File: config.mk
export PLATFORM = sky130hd
export DESIGN_NAME = supply_switch_irq_vector
export DESIGN_NICKNAME = d
export VERILOG_FILES = /design/src/design/supply_irq_pkg.sv /design/src/design/supply_switch_irq_vector.sv
export VERILOG_INCLUDE_DIRS = /design/src /design/src/design
export SDC_FILE = /design/constraint.sdc
export NUM_CORES = 1
export LEC_CHECK = 0
export BUFFER_PORTS_ARGS = -buffer_cell sky130_fd_sc_hd__buf_2
export CORE_MARGIN = 4
export CORE_UTILIZATION = 38
export CTS_CLUSTER_DIAMETER = 120
export DETAILED_ROUTE_END_ITERATION = 10
export GPL_TIMING_DRIVEN = 1
export HOLD_SLACK_MARGIN = 0.02
export PLACE_DENSITY_LB_ADDON = 0.12
export SLEW_MARGIN = 10
export SYNTH_ARGS = -nofsm -noshare
export SYNTH_HDL_FRONTEND = slang
export SYNTH_SLANG_ARGS = --single-unit
File: constraint.sdc
create_clock -name clk_i -period 1.63 [get_ports clk_i]
set_clock_uncertainty 0.05 [all_clocks]
set_input_delay 0.0815 -clock clk_i [delete_from_list [all_inputs] [get_ports clk_i]]
set_output_delay 0.0815 -clock clk_i [all_outputs]
set_load 0.01 [all_outputs]
File: src/design/supply_irq_vector_defines.svh
// How it works
// - Read-only 16-bit even vector, resets zero
// - No pending flag reads code 00h
// - Global switch flag wins, code 02h
// - Switch codes 04h, 06h, 08h
// - Code 0Ah reserved, never presented
// - Drop codes 0Ch and 0Eh
// - Monitor 10h lowest; smaller code wins
// - Any vector write clears all flags
// - Monitor cycle done sets monitor flag
// - Flag bit 0 idle, 1 pending
`ifndef SUPPLY_IRQ_VECTOR_DEFINES_SVH
`define SUPPLY_IRQ_VECTOR_DEFINES_SVH

// ------------------------------------------------
// Register byte offsets
// ------------------------------------------------
`define VECTOR_OFFSET 8'h00
`define STATUS_OFFSET 8'h04
`define MASK_OFFSET 8'h08

// ------------------------------------------------
// Reset values
// ------------------------------------------------
`define VECTOR_RESET 16'h0000
`define FLAGS_RESET 7'h00
`define MASK_RESET 7'h00

// ------------------------------------------------
// Vector codes
// ------------------------------------------------
`define CODE_NONE 16'h0000
`define CODE_GLOBAL 16'h0002
`define CODE_PRIMARY 16'h0004
`define CODE_FIRST_SW 16'h0006
`define CODE_SECOND_SW 16'h0008
`define CODE_RESERVED 16'h000a
`define CODE_FIRST_DROP 16'h000c
`define CODE_SECOND_DROP 16'h000e
`define CODE_MONITOR 16'h0010

`endif

File: src/design/supply_irq_pkg.sv
package supply_irq_pkg;

    // Flag positions; a lower position has a higher priority
    typedef enum {
        FLAG_GLOBAL,
        FLAG_PRIMARY,
        FLAG_FIRST_SW,
        FLAG_SECOND_SW,
        FLAG_FIRST_DROP,
        FLAG_SECOND_DROP,
        FLAG_MONITOR
    } flag_idx_e;

    typedef logic [6:0] flags_t;
    typedef logic [15:0] vector_t;

endpackage

File: src/design/supply_switch_irq_vector.sv
`timescale 1ns/10ps
`default_nettype none
`include "supply_irq_vector_defines.svh"

module supply_switch_irq_vector (
    input wire logic clk_i,
    input wire logic rst_i,
    // Wishbone classic slave
    input wire logic cyc_i,
    input wire logic stb_i,
    input wire logic we_i,
    input wire logic [7:0] adr_i,
    input wire logic [3:0] sel_i,
    input wire logic [31:0] dat_i,
    output logic [31:0] dat_o,
    output logic ack_o,
    // One-cycle event pulses from the supply logic
    input wire logic global_switch_flag_set_i,
    input wire logic primary_switch_flag_set_i,
    input wire logic first_backup_switch_flag_set_i,
    input wire logic second_backup_switch_flag_set_i,
    input wire logic first_backup_drop_flag_set_i,
    input wire logic second_backup_drop_flag_set_i,
    input wire logic monitor_done_flag_set_i,
    // Pulse back to the flag owners
    output logic flag_clear_o,
    output logic irq_o
);

    // ------------------------------------------------
    // State
    // ------------------------------------------------
    supply_irq_pkg::flags_t flags;
    supply_irq_pkg::flags_t next_flags;
    supply_irq_pkg::flags_t mask;
    supply_irq_pkg::flags_t next_mask;
    supply_irq_pkg::flags_t set_evt;
    supply_irq_pkg::vector_t supply_irq_vector;
    supply_irq_pkg::vector_t next_supply_irq_vector;
    logic ack;
    logic next_ack;
    logic [31:0] rdata;
    logic [31:0] next_rdata;
    logic clear_pulse;
    logic next_clear_pulse;
    logic irq;
    logic next_irq;

    // ------------------------------------------------
    // Bus decode
    // ------------------------------------------------
    logic req;
    logic wr;
    logic vec_wr;
    logic stat_wr;
    logic mask_wr;

    // Holding off while ack is high keeps a held request from
    // being taken twice
    assign req = cyc_i & stb_i & ~ack;
    assign wr = req & we_i;
    // Any vector write clears, whatever the data or lanes
    assign vec_wr = wr & (adr_i == `VECTOR_OFFSET);
    assign stat_wr = wr & (adr_i == `STATUS_OFFSET) & sel_i[0];
    assign mask_wr = wr & (adr_i == `MASK_OFFSET) & sel_i[0];

    // ------------------------------------------------
    // Pending flags
    // ------------------------------------------------
    assign set_evt = {
        monitor_done_flag_set_i,
        second_backup_drop_flag_set_i,
        first_backup_drop_flag_set_i,
        second_backup_switch_flag_set_i,
        first_backup_switch_flag_set_i,
        primary_switch_flag_set_i,
        global_switch_flag_set_i
    };

    // An event in the clearing cycle survives the clear
    for (genvar g = 0; g < 7; g++) begin : g_flag
        assign next_flags[g] = set_evt[g]
            | (flags[g] & ~vec_wr & ~(stat_wr & dat_i[g]));
    end

    // ------------------------------------------------
    // Vector code
    // ------------------------------------------------
    function automatic supply_irq_pkg::vector_t code_of(input int idx);
        supply_irq_pkg::vector_t c;
        c = `CODE_NONE;
        case (idx)
            int'(supply_irq_pkg::FLAG_GLOBAL): begin
                c = `CODE_GLOBAL;
            end
            int'(supply_irq_pkg::FLAG_PRIMARY): begin
                c = `CODE_PRIMARY;
            end
            int'(supply_irq_pkg::FLAG_FIRST_SW): begin
                c = `CODE_FIRST_SW;
            end
            int'(supply_irq_pkg::FLAG_SECOND_SW): begin
                c = `CODE_SECOND_SW;
            end
            // The reserved code is skipped here
            int'(supply_irq_pkg::FLAG_FIRST_DROP): begin
                c = `CODE_FIRST_DROP;
            end
            int'(supply_irq_pkg::FLAG_SECOND_DROP): begin
                c = `CODE_SECOND_DROP;
            end
            int'(supply_irq_pkg::FLAG_MONITOR): begin
                c = `CODE_MONITOR;
            end
            default: begin
                c = `CODE_NONE;
            end
        endcase
        return c;
    endfunction

    // Scan from lowest priority up so the smallest code lands last
    always_comb begin
        next_supply_irq_vector = `CODE_NONE;
        for (int i = 6; i >= 0; i--) begin
            if (flags[i]) begin
                next_supply_irq_vector = code_of(i);
            end
        end
    end

    // ------------------------------------------------
    // Mask and interrupt
    // ------------------------------------------------
    always_comb begin
        next_mask = mask;
        if (mask_wr) begin
            next_mask = dat_i[6:0];
        end
        // Registered from next values so irq tracks the flags
        next_irq = |(next_flags & next_mask);
        next_clear_pulse = vec_wr;
    end

    // ------------------------------------------------
    // Bus answer
    // ------------------------------------------------
    always_comb begin
        next_ack = req;
        next_rdata = rdata;
        if (req) begin
            case (adr_i)
                `VECTOR_OFFSET: begin
                    // Reading never touches the flags
                    next_rdata = {16'h0000, supply_irq_vector};
                end
                `STATUS_OFFSET: begin
                    next_rdata = {25'h0000000, flags};
                end
                `MASK_OFFSET: begin
                    next_rdata = {25'h0000000, mask};
                end
                default: begin
                    next_rdata = 32'h00000000;
                end
            endcase
        end
    end

    // ------------------------------------------------
    // Registers
    // ------------------------------------------------
    always_ff @(posedge clk_i) begin
        if (rst_i) begin
            flags <= `FLAGS_RESET;
            mask <= `MASK_RESET;
            supply_irq_vector <= `VECTOR_RESET;
            ack <= 1'b0;
            rdata <= 32'h00000000;
            clear_pulse <= 1'b0;
            irq <= 1'b0;
        end else begin
            flags <= next_flags;
            mask <= next_mask;
            supply_irq_vector <= next_supply_irq_vector;
            ack <= next_ack;
            rdata <= next_rdata;
            clear_pulse <= next_clear_pulse;
            irq <= next_irq;
        end
    end

    assign ack_o = ack;
    assign dat_o = rdata;
    assign flag_clear_o = clear_pulse;
    assign irq_o = irq;

endmodule // supply_switch_irq_vector
`default_nettype wire

Word level (Yosys, flattened, before mapping):

Cells that the tools add are included.

* output and inout bits: 35
* bits in registers: 54
* logic and storage cells: 72
* input bits: 56

* multiplexer cells: 9
* reductions and logical operators: 5
* equality and inequality tests: 2
* bitwise operators: 46

Operator list (count)
* $and A1 B1 Y1: 29
* $pmux W7 S3: 1
* $reduce_or A7 Y1: 2
* $mux W4: 3
* $not A1 Y1: 9
* $eq A8 B3 Y1 const B: 1
* $eq A8 B4 Y1 const B: 1
* $logic_not A8 Y1: 1
* $and A7 B7 Y7: 1
* $mux W7: 1
* $or A1 B1 Y1: 7
* $mux W3: 2
* $mux W5: 1
* $reduce_or A4 Y1: 1
* $mux W2: 1
* $reduce_or A2 Y1: 1

Longest topological paths before layout:

Gate-level depths: netlist of the first run.

* depth in word-level cells: 11
* gate-level depth with buffers: 7
* depth with buffers taken out: 5

Worst setup path after synthesis of the first run:

Ideal clock, no wire load.

* kind: reg2reg
* start point: register ack, in the netlist ack_o
* end point: register irq, in the netlist irq_o
* arrival time: 1514 ps
* cell stages (with the launch flop): 6
* path slack: -77 ps
* period minus slack after synthesis: 1707 ps
* path through: dfxtp_1 and3b_1 nand4_4 mux2_4 a222oi_1 a41oi_1

* cells in the longest elaborated chain, start to end: 11
* elaborated cells on any way between the ends: 47
* classes of those cells: mux: 1; bitwise: 45; reduce/logical: 1

RTL lines
* start, declared: RTL line supply_switch_irq_vector.sv:40 `logic ack;`
* start signal, assigned: RTL line supply_switch_irq_vector.sv:186 `ack <= next_ack;`
* $not A1 Y1 *: RTL line supply_switch_irq_vector.sv:60 `assign req = cyc_i & stb_i & ~ack;`
* $and A1 B1 Y1 *: RTL line supply_switch_irq_vector.sv:60
* $and A1 B1 Y1 *: RTL line supply_switch_irq_vector.sv:61 `assign wr = req & we_i;`
* $and A1 B1 Y1 (2 in a row): RTL line supply_switch_irq_vector.sv:64 `` assign stat_wr = wr & (adr_i == `STATUS_OFFSET) & sel_i[0]; ``
* $and A1 B1 Y1: RTL line supply_switch_irq_vector.sv:83 `| (flags[g] & ~vec_wr & ~(stat_wr & dat_i[g]));`
* $not A1 Y1: RTL line supply_switch_irq_vector.sv:83
* $and A1 B1 Y1: RTL line supply_switch_irq_vector.sv:83
* $or A1 B1 Y1: RTL line supply_switch_irq_vector.sv:83
* $and A7 B7 Y7 *: RTL line supply_switch_irq_vector.sv:141 `next_irq = |(next_flags & next_mask);`
* $reduce_or A7 Y1 *: RTL line supply_switch_irq_vector.sv:141
* end signal, assigned: RTL line supply_switch_irq_vector.sv:189 `irq <= next_irq;`
* end, declared: RTL line supply_switch_irq_vector.sv:46 `logic irq;`

Mark *: on every way between the ends. The rest lies on a longest branch, timed or not.
A chain may end at the register's enable or synchronous reset.

Worst setup path in the final report of the first run:

Same ends and word-level chain as after synthesis.

==> flow_summary.yaml, run 1 <==
routing:
  drtAntennaViolNets: 0
  drc: 0
  drt-vias-per-instance: 4.82
  wirelength_um: 3390
  wl_per_cell_um: 12.9
  drtPass1Iterations: 5
  vias: 1267
  drt_iter0_drc: 34
die:
  core_area_mm2: 0.00372
  die_w_um: 70.5
  num_rows: 22
  start_util_pct: 40.0
  die_h_um: 70.5
  ios: 91
  die-area_mm2: 0.00497
finish:
  stdcell_area_mm2: 0.00172
  final_cell_mix: "buf_2, dfxtp_1, conb_1"
  multi_input_area_um2: 790
  final_common_cell: "buf_2"
  antennaDiodeCount: 0
  fillers: 388
  nets: 272
  drive_gt1_share_pct: 28.8
  seq_area_um2: 562
  syn_to_final_growth_pct: 15.9
clock_network:
  clock_latency_ns: 0.27
  cts-root-buf: "clkbuf_8"
  max-clock-path-buffers: 2
  htreeDepth: 1
  path_clk_slew_ns: 0.09
  cts_setup_buffers: 0
  cts_tree: "done"
  cts_sinks: 28
  cts_made_buffers: 3
sta:
  setup_viol: 1
  rsz0062_at_grt: "yes"
  fin_crit_sh_pct: 107
  min_period_ns: 1.75
  fin_ws_ns: -0.119
  slew_violations: 0
  timing.hold.ws_ns: 0.125
  fmax_mhz: 572
  worst_pin_slew_ns: 0.507
  hold_viol_final: 0
  slew_headroom_pct: 66.2
logic_synthesis:
  ys_ff_latch: 28
  syn_inst: 175
  ys_warn_count: 0
  post_synth.cell_area_avg_um2: 8.49
  syn_area_mm2: 0.00149
  seq_area_frac_synth_pct: 37.7
  yosys.cell_types.count: 30
hold_path:
  hp-class: "in -> reg"
grt:
  grt.total_usage_pct: 13.8
  overflow: 0
  grt_pass1_vias: 1222
  grt_max_degree: 28
  antenna_found_initial: 0
  grt_pass1_wl_um: 5590
place:
  place.gp.congestion: 0.825
  dp_hpwl_um: 2690
  port_buffers: 37
  placed_cell_area_mm2: 0.00166
power_and_ir_drop:
  p_per_area_mw_per_mm2: 770
  peakVddDrop_uv: 609
  p_leak_nw: 0.798
worst_setup_path:
  cp.arrival_ns: 1.84
  critPathRequiredTime_ns: 1.72
  worstSetupPathType: "reg -> reg"
  critPathLaunchType: "register"
  worstPathMaxFanout: 4
  cp-end-kind: "register"
run_status:
  outcome: "finished, violations left"
  failed_checks: "negative setup slack"
flow_run:
  maxCapViolCount: 0
==> state kept, by name (all words and copies together) (netlist names) <==
signal             cells
irq_o                  1
flag_clear_o           1
flags                  7
ack_o                  1
dat_o                  7
mask                   7
supply_irq_vector      4
==> worst max-delay path: stages, from the launching register on <==
cell,delay [ns]
dfxtp_2,0.33
and3b_2,0.27
nand4_4,0.14
mux2_4,0.33
a222oi_1,0.36
a41oi_1,0.15
==> layer usage <==
metal / global-route usage, % / routed length, um
met1: 17.0 / 1520
met2: 22.3 / 1540
met3: 4.75 / 300
met4: 4.47 / 27
met5: 0 / 0
==> report_power, final <==
part / total [mW] / leakage (nW) / internal (mW) / switching (mW)
combinational: 0.179 / 0.540 / 0.0716 / 0.107
sequential: 0.723 / 0.229 / 0.703 / 0.0198
clock: 0.424 / 0.0288 / 0.216 / 0.208
==> logic make-up after synthesis <==
kind of cell / synth area share, %
compound gates: 13.6
buf+inv: 15.3
flops: 37.7
mux: 8.26
other cells: 0.252
simple gates: 24.9
==> area by class of cell <==
type / instances / share of cell area (%)
Tap cell: 48 / 3.49
Multi-Input combinational cell: 137 / 45.9
Clock buffer: 4 / 3.20
Timing Repair Buffer: 46 / 14.8
Sequential cell: 28 / 32.6
==> timing repair <==
| item | CTS | global route |
|---|---|---|
| hold buffers | 1 | 0 |
| pin swaps | 0 | 2 |
| hold endpoints to repair | 1 | 0 |
| endpoints found under the setup margin | 1 | 2 |
| resized for setup | 0 | 1 |
==> cell usage after synthesis (all sizes together) <==
cell type  instances  area [um^2]
buf               28          204
dfxtp             28          561
nor2              22         82.6
nor2b             17          106
a21oi             16         80.1
nand2             14         52.6
a22oi              8         60.1
mux2               7         82.6
clkbuf             6         23.8
nor3               6         30.0
o21ai              5         25.0
mux2i              4         40.0
nor4               2         27.5
a21boi             1         7.51
a222oi             1         10.0
a41oi              1         8.76
and3               1         6.26
and3b              1         8.76
and4               1         8.76
and4b              1         10.0
conb               1         3.75
nand3b             1         7.51
nand4              1         21.3
nor3b              1         7.51
o21ba              1         10.0
==> final timing paths <==
path         startpoint        to  slack (ns)  cells after the start
min reg2reg    dat_o[5]  dat_o[5]        0.44                      2
min            dat_i[6]   mask[6]        0.13                      3
max reg2reg       ack_o     irq_o       -0.12                      5
max               ack_o     irq_o       -0.12                      5
==> stage by stage <==
step | instances | worst slack, ns | power, mW | utilization (%) | TNS (ns)
2_1_floorplan | 199 | -0.0410 | 0.887 | - | -0.0410
3_3_place_gp | 258 | -0.101 | 0.911 | 44.5 | -0.101
3_5_place_dp | 258 | -0.143 | 0.914 | 44.5 | -0.159
4_1_cts | 263 | -0.135 | 1.34 | 46.3 | -0.135
5_1_grt | 263 | -0.217 | 1.40 | 46.3 | -0.259
6_report | 263 | -0.119 | 1.33 | 46.3 | -0.119
Power figures use the tool's default switching activity.
==> inputs of run 2 (changes only) <==
- CORE_UTILIZATION: 38 -> 43
- SETUP_SLACK_MARGIN: unset -> 0.3
- clock period: 1.63 -> 1.8 ns (I/O delays scaled with it)
==> run 2 against run 1 <==
Against the previous run:
- critical path depth is the same
- via count down 2.7%
- critical path type unchanged
- sequential cell count unchanged
- routed wire length fell by 4.4%
- cell count decreased by 1.9%
- combinational power fell by 12%
- register-to-register slack better by 0.11 ns
- the run still ends with negative setup slack left
- largest power group unchanged
- largest cell class unchanged
- sequential share of layout area rose by 0.65 points
==> flow_summary.yaml, run 2 (synthesis gave the netlist of run 1 again) <==
clock_network:
  cts-root-buf: "clkbuf_4"
  cts_made_buffers: 3
  htreeDepth: 1
  cts_sinks: 28
  cts_tree: "done"
  max-clock-path-buffers: 2
  cts_setup_buffers: 0
  clock_latency_ns: 0.32
  path_clk_slew_ns: 0.15
die:
  num_rows: 21
  core_area_mm2: 0.00334
  ios: 91
  die_w_um: 66.8
  die_h_um: 66.8
  start_util_pct: 44.5
  die-area_mm2: 0.00446
grt:
  overflow: 0
  grt_max_degree: 28
  grt_pass1_wl_um: 5280
  grt_pass1_vias: 1146
  grt.total_usage_pct: 15.4
  antenna_found_initial: 0
sta:
  timing.hold.ws_ns: 0.0850
  fmax_mhz: 552
  min_period_ns: 1.81
  slew_violations: 0
  setup_viol: 1
  hold_viol_final: 0
  rsz0062_at_grt: "yes"
  fin_crit_sh_pct: 101
  fin_ws_ns: -0.0101
routing:
  wl_per_cell_um: 12.6
  drc: 0
  drt-vias-per-instance: 4.78
  vias: 1233
  wirelength_um: 3240
  drtPass1Iterations: 4
  drtAntennaViolNets: 0
  drt_iter0_drc: 57
run_status:
  failed_checks: "negative setup slack"
  outcome: "finished, violations left"
finish:
  final_cell_mix: "buf_2, dfxtp_1, conb_1"
  fillers: 358
  antennaDiodeCount: 0
  nets: 269
  final_common_cell: "buf_2"
  seq_area_um2: 562
  fin_util_pct: 50.6
  drive_gt1_share_pct: 29.2
  multi_input_area_um2: 800
  syn_to_final_growth_pct: 13.6
worst_setup_path:
  startpoint: "ack_o"
  worstPathMaxFanout: 4
  reg2reg_from: "ack_o"
  cp-end-kind: "register"
  worstSetupPathType: "reg -> reg"
  cp.arrival_ns: 1.96
  critPathRequiredTime_ns: 1.95
  critPathLaunchType: "register"
hold_path:
  hp-class: "in -> reg"
  hold_start: "dat_i[4]"
power_and_ir_drop:
  p_leak_nw: 0.776
  p_per_area_mw_per_mm2: 659
  peakVddDrop_uv: 679
place:
  port_buffers: 37
  place.gp.congestion: 0.823
  place_ws_ns: -0.0251
  dp_hpwl_um: 2560
flow_run:
  maxCapViolCount: 0
==> run 2: cell types whose count changed in the layout (fill, tap and decap cells not counted), sizes merged <==
cell  change
buf       -3
==> run 2: layer usage <==
layer  global-route usage (%)  up-vias  wire length, um
li1                         -      620                -
met1                     19.2      575             1430
met2                     26.7       36             1620
met3                     3.71        2              166
met4                     3.05        0               19
met5                        0        -                0
==> run 2: critical path, cell delays in order (launching register included) <==
cell and delay [ns]:
dfxtp_2 0.35, and3b_2 0.26, nand4_4 0.14, mux2_4 0.34, a222oi_1 0.40, a41oi_1 0.16
==> run 2: stage by stage <==
step                      cell area, um^2  TNS [ns]  total power [mW]  std cells
final                                1690   -0.0101              1.11        258
after global routing                 1690    -0.110              1.17        258
after CTS                            1680   -0.0122              1.12        258
after detailed placement             1630   -0.0251             0.822        253
after global placement               1630   -0.0217             0.816        253
after floorplan                      1580         0             0.803        199
==> run 2: path summary, 6_finish.rpt <==
check / cells after the start / slack (ns) / end
max: 5 / -0.01 / irq_o
min: 3 / 0.09 / mask[4]
max reg2reg: 5 / -0.01 / irq_o
min reg2reg: 2 / 0.47 / dat_o[6]
==> run 2: final cells by class <==
| class | count | share of cell area (%) |
|---|---|---|
| well taps | 46 | 3.41 |
| multi-input cells | 137 | 47.4 |
| flip-flops and latches | 28 | 33.3 |
| repair buffers | 43 | 13.8 |
| clock buffers | 4 | 2.15 |
==> run 2: repair_timing <==
action | CTS | global route
endpoints found under the setup margin | 6 | 11
pin swaps | 0 | 2
hold buffers | 1 | 0
hold endpoints to repair | 1 | 0
gates resized for setup | 1 | 3
==> run 2: power breakdown <==
| group | leakage (nW) | internal [mW] | total (mW) | switching [mW] |
|---|---|---|---|---|
| registers | 0.229 | 0.638 | 0.655 | 0.0175 |
| logic | 0.526 | 0.0611 | 0.158 | 0.0972 |
| clock network | 0.0210 | 0.124 | 0.299 | 0.175 |
| total | 0.776 | 0.823 | 1.11 | 0.290 |
==> inputs of run 3 (changes only) <==
- PLACE_DENSITY_LB_ADDON: 0.12 -> 0.3
- clock period: 1.8 -> 2 ns (I/O delays scaled with it)
==> run 3 against run 2 <==
Against the previous run:
- global-route usage shrank 1.0 points
- hold slack better by 0.014 ns
- sequential share of layout area is 0.43 points higher
- critical path type unchanged
- the run now ends clean
- sequential power is 10% lower
- first-iteration DRC count shrank 42%
- critical path depth did not move
- design area is 1.5% lower
==> flow_summary.yaml, run 3 (synthesis gave the netlist of run 1 again) <==
run_status:
  outcome: "finished clean"
sta:
  setup_viol: 0
  slew_headroom_pct: 66.2
  slew_violations: 0
  fin_crit_sh_pct: 89.5
  timing.hold.ws_ns: 0.0990
  worst_pin_slew_ns: 0.506
  fmax_mhz: 559
  fin_ws_ns: 0.210
  hold_viol_final: 0
  rsz0062_at_grt: "yes"
  tns_ns: 0
  min_period_ns: 1.79
worst_setup_path:
  cp.arrival_ns: 1.93
  cp-end-kind: "register"
  worstSetupPathType: "reg -> reg"
  critPathLaunchType: "register"
  r2r_slack_ns: 0.21
  worstPathMaxFanout: 4
  critPathRequiredTime_ns: 2.14
routing:
  drt_iter0_drc: 33
  drtPass1Iterations: 4
  drtAntennaViolNets: 0
  wirelength_um: 3020
  vias: 1225
  wl_per_cell_um: 11.7
  drt-vias-per-instance: 4.77
  drc: 0
clock_network:
  cts-root-buf: "clkbuf_4"
  htreeDepth: 1
  clock_latency_ns: 0.32
  cts_setup_buffers: 0
  cts_tree: "done"
  cts_made_buffers: 3
  cts_sinks: 28
  max-clock-path-buffers: 2
  path_clk_slew_ns: 0.14
finish:
  nets: 269
  stdcell_area_mm2: 0.00166
  layout.cells.non_filler: 257
  final_common_cell: "buf_2"
  drive_gt1_share_pct: 27.0
  fin_util_pct: 49.8
  fillers: 339
  antennaDiodeCount: 0
  syn_to_final_growth_pct: 12.0
  final_cell_mix: "buf_2, dfxtp_1, conb_1"
die:
  ios: 91
  die_h_um: 66.8
  core_area_mm2: 0.00334
  start_util_pct: 44.5
  die_w_um: 66.8
  num_rows: 21
  die-area_mm2: 0.00446
grt:
  grt.total_usage_pct: 14.3
  overflow: 0
  grt_pass1_vias: 1024
  grt_pass1_wl_um: 4840
  grt_max_degree: 28
  antenna_found_initial: 0
power_and_ir_drop:
  p_leak_nw: 0.768
  peakVddDrop_uv: 481
  power.total_mw: 0.952
  p_per_area_mw_per_mm2: 572
place:
  numPlacedInstances: 253
  dp_hpwl_um: 2360
  place.gp.congestion: 0.807
  place_ws_ns: 0.178
  placed_cell_area_mm2: 0.00163
  port_buffers: 37
hold_path:
  hp-class: "in -> reg"
flow_run:
  maxCapViolCount: 0
==> run 3: cell count changes in the layout (fill, tap and decap cells not counted), sizes merged <==
cell	delta
clkbuf	-1
==> run 3: worst paths after layout <==
| path | from | end | depth (start not counted) |
|---|---|---|---|
| max | ack_o | irq_o | 5 |
| min | dat_i[4] | mask[4] | 3 |
| max reg2reg | ack_o | irq_o | 5 |
| min reg2reg | dat_o[5] | dat_o[5] | 2 |
==> run 3: worst max-delay path, stage by stage (launching register included) <==
cell and delay [ns]:
dfxtp_1 0.33, and3b_2 0.27, nand4_4 0.15, mux2_4 0.34
a222oi_1 0.36, a41oi_1 0.16
==> run 3: layout make-up <==
type	instances	area, um^2	area share [%]
Timing Repair Buffer	43	233	14.0
Clock buffer	3	22.5	1.35
Sequential cell	28	561	33.7
Multi-Input combinational cell	137	790	47.5
Tap cell	46	57.6	3.46
==> run 3: timing repair <==
| item | in CTS | in global routing |
|---|---|---|
| setup endpoints to repair | 1 | 1 |
| pin swaps | 1 | 0 |
| hold endpoints to repair | 1 | 0 |
| hold buffers | 1 | 0 |
| resized for setup | 0 | 1 |
==> run 3: per-layer routing <==
metal | track usage (%) | wire [um] | vias up | share of wire (%)
li1 | - | - | 619 | -
met4 | 3.55 | 21 | 0 | 0.70
met3 | 4.72 | 270 | 4 | 8.9
met2 | 22.8 | 1360 | 50 | 45
met5 | 0 | 0 | - | 0
met1 | 18.7 | 1370 | 552 | 45
==> run 3: power by group <==
part	switching, mW	internal (mW)	leakage (nW)
combinational	0.0862	0.0544	0.526
sequential	0.0146	0.574	0.229
clock	0.152	0.0706	0.0138
total	0.253	0.699	0.768
